==> config.mk <==
export PLATFORM = sky130hd
export DESIGN_NAME = idcr_regs
export DESIGN_NICKNAME = d
export VERILOG_FILES = /design/src/rtl/idcr_pkg.sv /design/src/rtl/idcr_regs.sv
export SDC_FILE = /design/constraint.sdc
export NUM_CORES = 1
export LEC_CHECK = 0
export BUFFER_PORTS_ARGS = -buffer_cell sky130_fd_sc_hd__buf_2
export CAP_MARGIN = 0
export CORE_MARGIN = 10
export CORE_UTILIZATION = 40
export DETAILED_ROUTE_END_ITERATION = 7
export HOLD_SLACK_MARGIN = 0.1
export PLACE_DENSITY = 0.67
export SLEW_MARGIN = 20
export SYNTH_ARGS = -nofsm -noshare
export SYNTH_HDL_FRONTEND = slang
export SYNTH_SLANG_ARGS = --single-unit
export TNS_END_PERCENT = 1
==> constraint.sdc <==
create_clock -name ref_clk -period 6.4 [get_ports ref_clk]
set_input_delay 1.6 -clock ref_clk [delete_from_list [all_inputs] [get_ports ref_clk]]
set_output_delay 1.6 -clock ref_clk [all_outputs]
set_load 0.02 [all_outputs]
==> src/rtl/idcr_pkg.sv <==
package idcr_pkg;
	// configuration indices of this bank
	localparam logic [7:0] IDX_FDC_PP_IRQ = 8'h27;
	localparam logic [7:0] IDX_SERIAL_IRQ = 8'h28;
	localparam logic [7:0] IDX_IR_EXTERNAL_IRQ_INPUT_CTL = 8'h29;
	localparam logic [7:0] IDX_RESERVED_2A = 8'h2a;
	localparam logic [7:0] IDX_FIR_BASE = 8'h2b;
	localparam logic [7:0] IDX_FIR_DMA = 8'h2c;
	localparam logic [7:0] IDX_TURNAROUND = 8'h2d;
	localparam logic [7:0] IDX_SW_SEL_A = 8'h2e;
	localparam logic [7:0] IDX_SW_SEL_B = 8'h2f;
	// reset values
	localparam logic [7:0] RST_ZERO = 8'h00;
	localparam logic [7:0] RST_TURNAROUND = 8'h03;
	// field positions of the ir / irq input control register
	localparam int PIN_FUNC_BIT = 4;
	localparam int RSVD_BIT = 5;
	localparam int SIRQ_DIS_BIT = 7;
	// writable mask of the control register and dma register
	localparam logic [7:0] CTL_WMASK = 8'hdf;
	localparam logic [7:0] DMA_WMASK = 8'h0f;
	// irq and dma widths
	localparam int IRQ_LINES = 15;
	localparam int DMA_CHANS = 4;
	// turnaround timeout step
	localparam int TURN_STEP_US = 100;
	localparam int CLK_MHZ = 25;
	localparam int TURN_STEP_CYC = TURN_STEP_US * CLK_MHZ;
endpackage

==> src/rtl/idcr_regs.sv <==
`timescale 1ns/1ps
`default_nettype none
module idcr_regs (
	// clock and reset
	input wire logic ref_clk,
	input wire logic rst,
	// configuration port
	input wire logic config_state,
	input wire logic [7:0] config_index_reg,
	input wire logic cfg_wr,
	input wire logic cfg_rd,
	input wire logic [7:0] cfg_wdata,
	output logic [7:0] cfg_rdata,
	// host address decode for the engine window
	input wire logic chip_select_n,
	input wire logic [10:0] host_addr,
	output logic fast_ir_engine_hit,
	output logic [2:0] fast_ir_engine_reg,
	// engine side of the shared registers
	input wire logic eng_timeout_wr,
	input wire logic eng_sw_a_wr,
	input wire logic eng_sw_b_wr,
	input wire logic [7:0] eng_wdata,
	input wire logic eng_soft_reset,
	output logic [7:0] eng_timeout,
	output logic [7:0] eng_sw_a,
	output logic [7:0] eng_sw_b,
	output logic [31:0] turnaround_cycles,
	// interrupt sources
	input wire logic fdc_irq,
	input wire logic pp_irq,
	input wire logic uart1_irq,
	input wire logic uart2_irq,
	input wire logic uart_irq_output_gate1,
	input wire logic uart_irq_output_gate2,
	input wire logic external_irq_input,
	// irq pins, index 0 is line 1
	output logic [14:0] irq_out,
	output logic [14:0] irq_oe,
	// dma
	input wire logic fir_drq,
	output logic [3:0] drq_out,
	output logic [3:0] drq_oe,
	// ir pin function and serial irq
	output logic ir_pin_function_sel,
	output logic serial_irq_disable
);
	logic [7:0] fdc_pp_irq_select;
	logic [7:0] serial_irq_select;
	logic [7:0] ir_and_irq_input_control;
	logic [7:0] fast_ir_base_address;
	logic [7:0] fast_ir_dma_select;
	logic [7:0] ir_turnaround_timeout;
	logic [7:0] sw_select_byte_a;
	logic [7:0] sw_select_byte_b;
	logic ext_irq_s1;
	logic ext_irq_s2;
	logic wr_ok;
	logic [4:0][3:0] sel_code;
	logic [4:0] src_lvl;
	logic [4:0] src_en;

	// writes only land in config state at the addressed index
	assign wr_ok = cfg_wr && config_state;

	// external pin is asynchronous, two flops before use
	always_ff @(posedge ref_clk)
	begin
		if (rst)
		begin
			ext_irq_s1 <= 1'b0;
			ext_irq_s2 <= 1'b0;
		end
		else
		begin
			ext_irq_s1 <= external_irq_input;
			ext_irq_s2 <= ext_irq_s1;
		end
	end

	// irq routing registers
	always_ff @(posedge ref_clk)
	begin
		if (rst)
		begin
			fdc_pp_irq_select <= idcr_pkg::RST_ZERO;
			serial_irq_select <= idcr_pkg::RST_ZERO;
			ir_and_irq_input_control <= idcr_pkg::RST_ZERO;
		end
		else if (wr_ok)
		begin
			unique case (config_index_reg)
				idcr_pkg::IDX_FDC_PP_IRQ:
					fdc_pp_irq_select <= cfg_wdata;
				idcr_pkg::IDX_SERIAL_IRQ:
					serial_irq_select <= cfg_wdata;
				idcr_pkg::IDX_IR_EXTERNAL_IRQ_INPUT_CTL:
					ir_and_irq_input_control <=
						cfg_wdata & idcr_pkg::CTL_WMASK;
				default:
				begin
				end
			endcase
		end
	end

	// engine window base and dma select
	always_ff @(posedge ref_clk)
	begin
		if (rst)
		begin
			fast_ir_base_address <= idcr_pkg::RST_ZERO;
			fast_ir_dma_select <= idcr_pkg::RST_ZERO;
		end
		else if (wr_ok)
		begin
			if (config_index_reg == idcr_pkg::IDX_FIR_BASE)
				fast_ir_base_address <= cfg_wdata;
			if (config_index_reg == idcr_pkg::IDX_FIR_DMA)
				fast_ir_dma_select <=
					cfg_wdata & idcr_pkg::DMA_WMASK;
		end
	end

	// one store for the timeout, written from either side;
	// the engine soft reset is deliberately not a term here
	always_ff @(posedge ref_clk)
	begin
		if (rst)
			ir_turnaround_timeout <= idcr_pkg::RST_TURNAROUND;
		else if (wr_ok && config_index_reg == idcr_pkg::IDX_TURNAROUND)
			ir_turnaround_timeout <= cfg_wdata;
		else if (eng_timeout_wr)
			ir_turnaround_timeout <= eng_wdata;
	end

	// software select bytes, single storage shared with the engine;
	// host write wins if both sides write in the same cycle
	always_ff @(posedge ref_clk)
	begin
		if (rst)
		begin
			sw_select_byte_a <= idcr_pkg::RST_ZERO;
			sw_select_byte_b <= idcr_pkg::RST_ZERO;
		end
		else
		begin
			if (wr_ok && config_index_reg == idcr_pkg::IDX_SW_SEL_A)
				sw_select_byte_a <= cfg_wdata;
			else if (eng_sw_a_wr)
				sw_select_byte_a <= eng_wdata;
			if (wr_ok && config_index_reg == idcr_pkg::IDX_SW_SEL_B)
				sw_select_byte_b <= cfg_wdata;
			else if (eng_sw_b_wr)
				sw_select_byte_b <= eng_wdata;
		end
	end

	// read data registered; other indices read back as zero
	always_ff @(posedge ref_clk)
	begin
		if (rst)
			cfg_rdata <= idcr_pkg::RST_ZERO;
		else if (cfg_rd && config_state)
		begin
			unique case (config_index_reg)
				idcr_pkg::IDX_FDC_PP_IRQ: cfg_rdata <= fdc_pp_irq_select;
				idcr_pkg::IDX_SERIAL_IRQ: cfg_rdata <= serial_irq_select;
				idcr_pkg::IDX_IR_EXTERNAL_IRQ_INPUT_CTL:
					cfg_rdata <= ir_and_irq_input_control;
				idcr_pkg::IDX_RESERVED_2A: cfg_rdata <= idcr_pkg::RST_ZERO;
				idcr_pkg::IDX_FIR_BASE: cfg_rdata <= fast_ir_base_address;
				idcr_pkg::IDX_FIR_DMA: cfg_rdata <= fast_ir_dma_select;
				idcr_pkg::IDX_TURNAROUND: cfg_rdata <= ir_turnaround_timeout;
				idcr_pkg::IDX_SW_SEL_A: cfg_rdata <= sw_select_byte_a;
				idcr_pkg::IDX_SW_SEL_B: cfg_rdata <= sw_select_byte_b;
				default: cfg_rdata <= idcr_pkg::RST_ZERO;
			endcase
		end
	end

	// mirrored copies seen by the engine
	assign eng_timeout = ir_turnaround_timeout;
	assign eng_sw_a = sw_select_byte_a;
	assign eng_sw_b = sw_select_byte_b;
	assign turnaround_cycles = 32'(ir_turnaround_timeout) *
		32'(idcr_pkg::TURN_STEP_CYC);

	// control bits
	assign ir_pin_function_sel =
		ir_and_irq_input_control[idcr_pkg::PIN_FUNC_BIT];
	assign serial_irq_disable =
		ir_and_irq_input_control[idcr_pkg::SIRQ_DIS_BIT];

	// engine window: base bits 10..3, low three bits pick register
	assign fast_ir_engine_hit = !chip_select_n &&
		(fast_ir_base_address[7:5] != 3'h0) &&
		(host_addr[10:3] == fast_ir_base_address);
	assign fast_ir_engine_reg = host_addr[2:0];

	// interrupt sources: floppy, parallel, uart1, uart2, external
	assign sel_code[0] = fdc_pp_irq_select[7:4];
	assign sel_code[1] = fdc_pp_irq_select[3:0];
	assign sel_code[2] = serial_irq_select[7:4];
	assign sel_code[3] = serial_irq_select[3:0];
	assign sel_code[4] = ir_and_irq_input_control[3:0];
	assign src_lvl = {ext_irq_s2, uart2_irq, uart1_irq, pp_irq, fdc_irq};
	// uart pins float while their gate bit is clear
	assign src_en = {1'b1, uart_irq_output_gate2,
		uart_irq_output_gate1, 2'b11};

	// line n is driven by any source whose code equals n; software
	// must never give one line two sources, so an or suffices
	genvar n;
	generate
		for (n = 0; n < idcr_pkg::IRQ_LINES; n++)
		begin : g_irq
			logic [4:0] hit;
			for (genvar s = 0; s < 5; s++)
			begin : g_src
				assign hit[s] = src_en[s] &&
					(sel_code[s] == 4'(n + 1));
			end
			assign irq_oe[n] = |hit;
			assign irq_out[n] = |(hit & src_lvl);
		end
	endgenerate

	// dma channel a..d for codes 0..3, others float
	genvar d;
	generate
		for (d = 0; d < idcr_pkg::DMA_CHANS; d++)
		begin : g_dma
			assign drq_oe[d] = fast_ir_dma_select[3:0] == 4'(d);
			assign drq_out[d] = drq_oe[d] && fir_drq;
		end
	endgenerate

	// floppy routed to line 3 drives the pin high with its request
	fdc_route_a: assert property (@(posedge ref_clk) disable iff (rst)
		(fdc_pp_irq_select[7:4] == 4'h3) |->
		(irq_oe[2] && irq_out[2] == fdc_irq))
		else $error("floppy irq not on line 3");
	none_float_a: assert property (@(posedge ref_clk) disable iff (rst)
		(fdc_pp_irq_select == 8'h00 && serial_irq_select == 8'h00 &&
		ir_and_irq_input_control[3:0] == 4'h0) |-> (irq_oe == 15'h0))
		else $error("irq driven with nothing selected");
	uart_gate_a: assert property (@(posedge ref_clk) disable iff (rst)
		(serial_irq_select[7:4] != 4'h0 && !uart_irq_output_gate1 &&
		fdc_pp_irq_select == 8'h00 &&
		serial_irq_select[3:0] != serial_irq_select[7:4] &&
		ir_and_irq_input_control[3:0] == 4'h0) |->
		!irq_oe[serial_irq_select[7:4] - 4'h1])
		else $error("uart pin driven with gate off");
	cfg_write_a: assert property (@(posedge ref_clk) disable iff (rst)
		(cfg_wr && config_state &&
		config_index_reg == idcr_pkg::IDX_FDC_PP_IRQ) |=>
		(fdc_pp_irq_select == $past(cfg_wdata)))
		else $error("routing write lost");
	cfg_gate_a: assert property (@(posedge ref_clk) disable iff (rst)
		(!config_state) |=> $stable(fast_ir_base_address))
		else $error("base changed outside config state");
	rsvd_bit_a: assert property (@(posedge ref_clk) disable iff (rst)
		(ir_and_irq_input_control[idcr_pkg::RSVD_BIT] == 1'b0 &&
		fast_ir_dma_select[7:4] == 4'h0))
		else $error("reserved bit set");
	win_off_a: assert property (@(posedge ref_clk) disable iff (rst)
		(fast_ir_base_address[7:5] == 3'h0) |-> !fast_ir_engine_hit)
		else $error("disabled window decoded");
	soft_rst_a: assert property (@(posedge ref_clk) disable iff (rst)
		(eng_soft_reset && !eng_timeout_wr && !cfg_wr) |=>
		$stable(ir_turnaround_timeout))
		else $error("soft reset touched timeout");
	mirror_a: assert property (@(posedge ref_clk) disable iff (rst)
		(eng_timeout_wr && !(cfg_wr && config_state &&
		config_index_reg == idcr_pkg::IDX_TURNAROUND)) |=>
		(eng_timeout == $past(eng_wdata)))
		else $error("engine timeout write lost");
	dma_none_a: assert property (@(posedge ref_clk) disable iff (rst)
		(fast_ir_dma_select[3:0] == 4'hf) |-> (drq_oe == 4'h0))
		else $error("dma driven with none selected");

	// a source alone in the routing drives exactly its own line
	fdc_any_a: assert property (@(posedge ref_clk) disable iff (rst)
		(fdc_pp_irq_select[7:4] != 4'h0 &&
		fdc_pp_irq_select[3:0] == 4'h0 &&
		serial_irq_select == 8'h00 &&
		ir_and_irq_input_control[3:0] == 4'h0) |->
		(irq_oe == (15'h0001 << (fdc_pp_irq_select[7:4] - 4'h1)) &&
		irq_out[fdc_pp_irq_select[7:4] - 4'h1] == fdc_irq))
		else $error("floppy irq misrouted");
	pp_any_a: assert property (@(posedge ref_clk) disable iff (rst)
		(fdc_pp_irq_select[3:0] != 4'h0 &&
		fdc_pp_irq_select[7:4] == 4'h0 &&
		serial_irq_select == 8'h00 &&
		ir_and_irq_input_control[3:0] == 4'h0) |->
		(irq_oe == (15'h0001 << (fdc_pp_irq_select[3:0] - 4'h1)) &&
		irq_out[fdc_pp_irq_select[3:0] - 4'h1] == pp_irq))
		else $error("parallel irq misrouted");
	uart2_any_a: assert property (@(posedge ref_clk) disable iff (rst)
		(serial_irq_select[3:0] != 4'h0 && uart_irq_output_gate2 &&
		serial_irq_select[7:4] == 4'h0 &&
		fdc_pp_irq_select == 8'h00 &&
		ir_and_irq_input_control[3:0] == 4'h0) |->
		(irq_oe == (15'h0001 << (serial_irq_select[3:0] - 4'h1)) &&
		irq_out[serial_irq_select[3:0] - 4'h1] == uart2_irq))
		else $error("second uart irq misrouted");
	// the external pin reaches its line two clocks late
	ext_any_a: assert property (@(posedge ref_clk) disable iff (rst)
		(ir_and_irq_input_control[3:0] != 4'h0 &&
		fdc_pp_irq_select == 8'h00 && serial_irq_select == 8'h00) |->
		(irq_oe == (15'h0001 << (ir_and_irq_input_control[3:0] -
		4'h1)) && irq_out[ir_and_irq_input_control[3:0] - 4'h1] ==
		$past(external_irq_input, 2)))
		else $error("external irq misrouted");

	// engine dma request goes only to the chosen channel
	dma_route_a: assert property (@(posedge ref_clk) disable iff (rst)
		(fast_ir_dma_select[3:0] < 4'h4) |->
		(drq_oe == (4'h1 << fast_ir_dma_select[1:0]) &&
		drq_out[fast_ir_dma_select[1:0]] == fir_drq))
		else $error("dma request misrouted");
	dma_rsvd_a: assert property (@(posedge ref_clk) disable iff (rst)
		(fast_ir_dma_select[3:0] > 4'h3 &&
		fast_ir_dma_select[3:0] != 4'hf) |-> (drq_oe == 4'h0))
		else $error("reserved dma code drove a channel");

	// register port: masking, refusal, read hold and reset values
	ctl_write_a: assert property (@(posedge ref_clk) disable iff (rst)
		(cfg_wr && config_state &&
		config_index_reg == idcr_pkg::IDX_IR_EXTERNAL_IRQ_INPUT_CTL) |=>
		(ir_and_irq_input_control ==
		($past(cfg_wdata) & idcr_pkg::CTL_WMASK)))
		else $error("control write not masked");
	cfg_off_a: assert property (@(posedge ref_clk) disable iff (rst)
		(cfg_wr && !config_state) |=>
		($stable(fdc_pp_irq_select) && $stable(serial_irq_select) &&
		$stable(ir_and_irq_input_control)))
		else $error("write landed outside config state");
	rd_hold_a: assert property (@(posedge ref_clk) disable iff (rst)
		!(cfg_rd && config_state) |=> $stable(cfg_rdata))
		else $error("read data changed without a read");
	rd_rsvd_a: assert property (@(posedge ref_clk) disable iff (rst)
		(cfg_rd && config_state &&
		config_index_reg == idcr_pkg::IDX_RESERVED_2A) |=>
		(cfg_rdata == idcr_pkg::RST_ZERO))
		else $error("reserved index read nonzero");
	rst_vals_a: assert property (@(posedge ref_clk) disable iff (rst)
		$fell(rst) |->
		(ir_turnaround_timeout == idcr_pkg::RST_TURNAROUND &&
		fdc_pp_irq_select == idcr_pkg::RST_ZERO &&
		serial_irq_select == idcr_pkg::RST_ZERO &&
		cfg_rdata == idcr_pkg::RST_ZERO && irq_oe == 15'h0000))
		else $error("reset values wrong");

	// host and engine see one store for the shared bytes
	host_mirror_a: assert property (@(posedge ref_clk) disable iff (rst)
		(cfg_wr && config_state &&
		config_index_reg == idcr_pkg::IDX_TURNAROUND) |=>
		(eng_timeout == $past(cfg_wdata)))
		else $error("host timeout write not mirrored");
	sw_eng_a: assert property (@(posedge ref_clk) disable iff (rst)
		(eng_sw_a_wr && !(wr_ok &&
		config_index_reg == idcr_pkg::IDX_SW_SEL_A)) |=>
		(eng_sw_a == $past(eng_wdata)))
		else $error("engine byte a write lost");
	sw_host_a: assert property (@(posedge ref_clk) disable iff (rst)
		(wr_ok && config_index_reg == idcr_pkg::IDX_SW_SEL_B) |=>
		(eng_sw_b == $past(cfg_wdata)))
		else $error("host byte b not shared");
	cs_high_a: assert property (@(posedge ref_clk) disable iff (rst)
		chip_select_n |-> !fast_ir_engine_hit)
		else $error("window hit without chip select");
endmodule
`default_nettype wire

==> impl_metrics.toml <==
[power]
leakage_uw = 0.00301
power_density_nw_per_um2 = 201
peakVddDrop_uv = 126

[logic_synthesis]
synth_edf_count = 0
async_reset_ff_frac = 0
synth-main-ff-cell = "dfxtp_1"
yosys.area_share.xor_xnor = 0.0241
synth.area.mux_share = 0.126
synth.yosys.seq_area_share = 0.238
avgSynthCellArea_um2 = 8.25
synth_fa_ha_area_frac = 0.125
synth_compound_area_frac = 0.200
yosysUniqueCellTypes = 57
syn_inst = 704
netlist_area_um2 = 5810
synth_warnings = 0
ys_ff_latch = 69
synth-simple-area-share = 0.206
synth_top_family_by_area = "simple AND/OR/NAND/NOR gates"

[clocking]
cts_buffers = 9
post_cts_buffers = 0
clock_latency_ns = 0.34
cts_root_buf = "clkbuf_16"
cts_buffer_depth = 2
cts_resized = 0
h-tree-depth = 3
cts_hold_buf = 0
path_clk_slew_ns = 0.06
cts_tree = "done"
clock_sinks = 69

[critical_path]
critPathArrivalTime_ns = 4.30
critPathKind = "flip-flop to primary output"
critPathCaptureType = "primary output"
crit_required_ns = 4.80
worst_setup_path_start_kind = "flip-flop"
path_max_fanout = 8

[die]
core_um2 = 14000
die_x_um = 141
fp.dieArea_um2 = 19700
ios = 161
die_h_um = 141
rows = 43
start_util = 0.414

[global_routing]
grt_overflow_total = 0
grt_usage = 0.188
antenna_found_initial = 0
grt_start_max_net_pins = 66
grt_pass1_vias = 5512
grt_pass1_wl_um = 30500

[place]
place_congestion = 0.932
dp.final_hpwl_um = 14800
placed_area_um2 = 6420
post-place-ws_ns = 0.882
numPortBuffers = 139

[cells_and_area]
final_cell_mix = "buf_2, nor2_1, dfxtp_1"
stdcell_area_um2 = 6730
multi_input_area_um2 = 4020
drive_above_1_share = 0.230
final_common_cell = "buf_2"
regArea_um2 = 1380
diodes = 0
fin_nets = 899
n_fill_cell = 1416
area_delta_synth_final_pct = 15.8

[timing]
min_period_ns = 5.90
fmax_mhz = 169
finalHoldViolations = 0
whs_ns = 0.441
setup_viol = 0
slew_headroom = 0.509
setup_slack_ns = 0.500
fin_tns_setup_ns = 0
skew_ns = 0.00404
worstMarginPinSlew_ns = 0.736
report.final.slew_viol_count = 0
fin_crit_sh = 0.922
grt_setup_unrepaired = "no"

[drt]
first_pass_iters = 6
finalWirelength_um = 19400
ant_nets = 0
wl_per_cell_um = 19.8
drt_iter0_markers = 439
drc = 0
via_count = 5697
viasPerCell = 5.81

[status]
status = "finished clean"

[run]
max_cap_viol_count = 0

[worst_hold_path]
min_path_type = "flip-flop to flip-flop"
synth_stat cells, drive strengths merged, types with 19 or more instances:
cell type / number / share of area
nor2: 119 / 0.077
dfxtp: 69 / 0.24
mux2i: 61 / 0.11
clkbuf: 42 / 0.027
ha: 39 / 0.084
buf: 32 / 0.037
nand2: 31 / 0.020
o221ai: 31 / 0.047
a211oi: 25 / 0.039
inv: 24 / 0.016
o22ai: 24 / 0.026
a21oi: 22 / 0.019
nor3: 20 / 0.019
nand2b: 19 / 0.020
worst max-delay path, cell delays in order (launching register included):
cell      delay, ns
dfxtp_1        0.58
ha_1           0.31
ha_1           0.27
inv_1          0.04
fa_1           0.48
fa_1           0.49
inv_1          0.06
fa_1           0.39
a21o_1         0.19
a221oi_1       0.48
o31ai_1        0.13
a21oi_1        0.21
xnor2_1        0.14
buf_2          0.18
per-stage QoR:
stage | instances | util | power (uW)
after floorplan | 717 | - | 754
after global placement | 964 | 0.457 | 865
after detailed placement | 964 | 0.457 | 869
after CTS | 980 | 0.479 | 1360
after global routing | 980 | 0.479 | 1430
final | 980 | 0.479 | 1350
state kept, by name, summed over array words and instances, names as in the netlist, 4 cells and up:
| name | flops |
|---|---|
| cfg_rdata | 8 |
| eng_sw_a | 8 |
| eng_sw_b | 8 |
| eng_timeout | 8 |
| fast_ir_base_address | 8 |
| fdc_pp_irq_select | 8 |
| serial_irq_select | 8 |
| ir_and_irq_input_control | 7 |
| fast_ir_dma_select | 4 |
worst paths after layout:
| path | startpoint | endpoint | slack, ns | depth (start not counted) |
|---|---|---|---|---|
| worst max-delay path | eng_timeout[2]$_SDFFE_PP0P_ | turnaround_cycles[18] | 0.50 | 13 |
| worst min-delay path | ext_irq_s1$_SDFF_PP0_ | ext_irq_s2$_SDFF_PP0_ | 0.44 | 1 |
| worst min register to register | ext_irq_s1$_SDFF_PP0_ | ext_irq_s2$_SDFF_PP0_ | 0.44 | 1 |
| worst max register to register | eng_timeout[2]$_SDFFE_PP0P_ | cfg_rdata[2]$_SDFFE_PP0P_ | 4.82 | 4 |
layer usage:
layer / GRT usage / wire length, um
met1: 0.251 / 8800
met5: 0 / 0
met3: 0.0389 / 1510
met4: 0.0582 / 374
met2: 0.295 / 8680
power breakdown:
part           leakage, uW  internal (uW)  switching, uW
combinational      0.00231            149            253
clock             0.000140            310            188
sequential        0.000561            440           15.0
kinds of logic after synthesis:
| family | count (synthesis) |
|---|---|
| simple gates | 245 |
| compound gates | 153 |
| buf+inv | 98 |
| mux | 71 |
| flops | 69 |
| fa+ha+maj | 51 |
| xor+xnor | 16 |
| other cells | 1 |
final cells by class:
cell class / instances / share of cell area
multi-input cells: 550 / 0.597
flip-flops and latches: 69 / 0.205
repair buffers: 141 / 0.106
clock buffers: 10 / 0.0355
well taps: 180 / 0.0335
inverters: 24 / 0.0134
clock inverters: 6 / 0.00930
(Power assumes the default switching activity.)
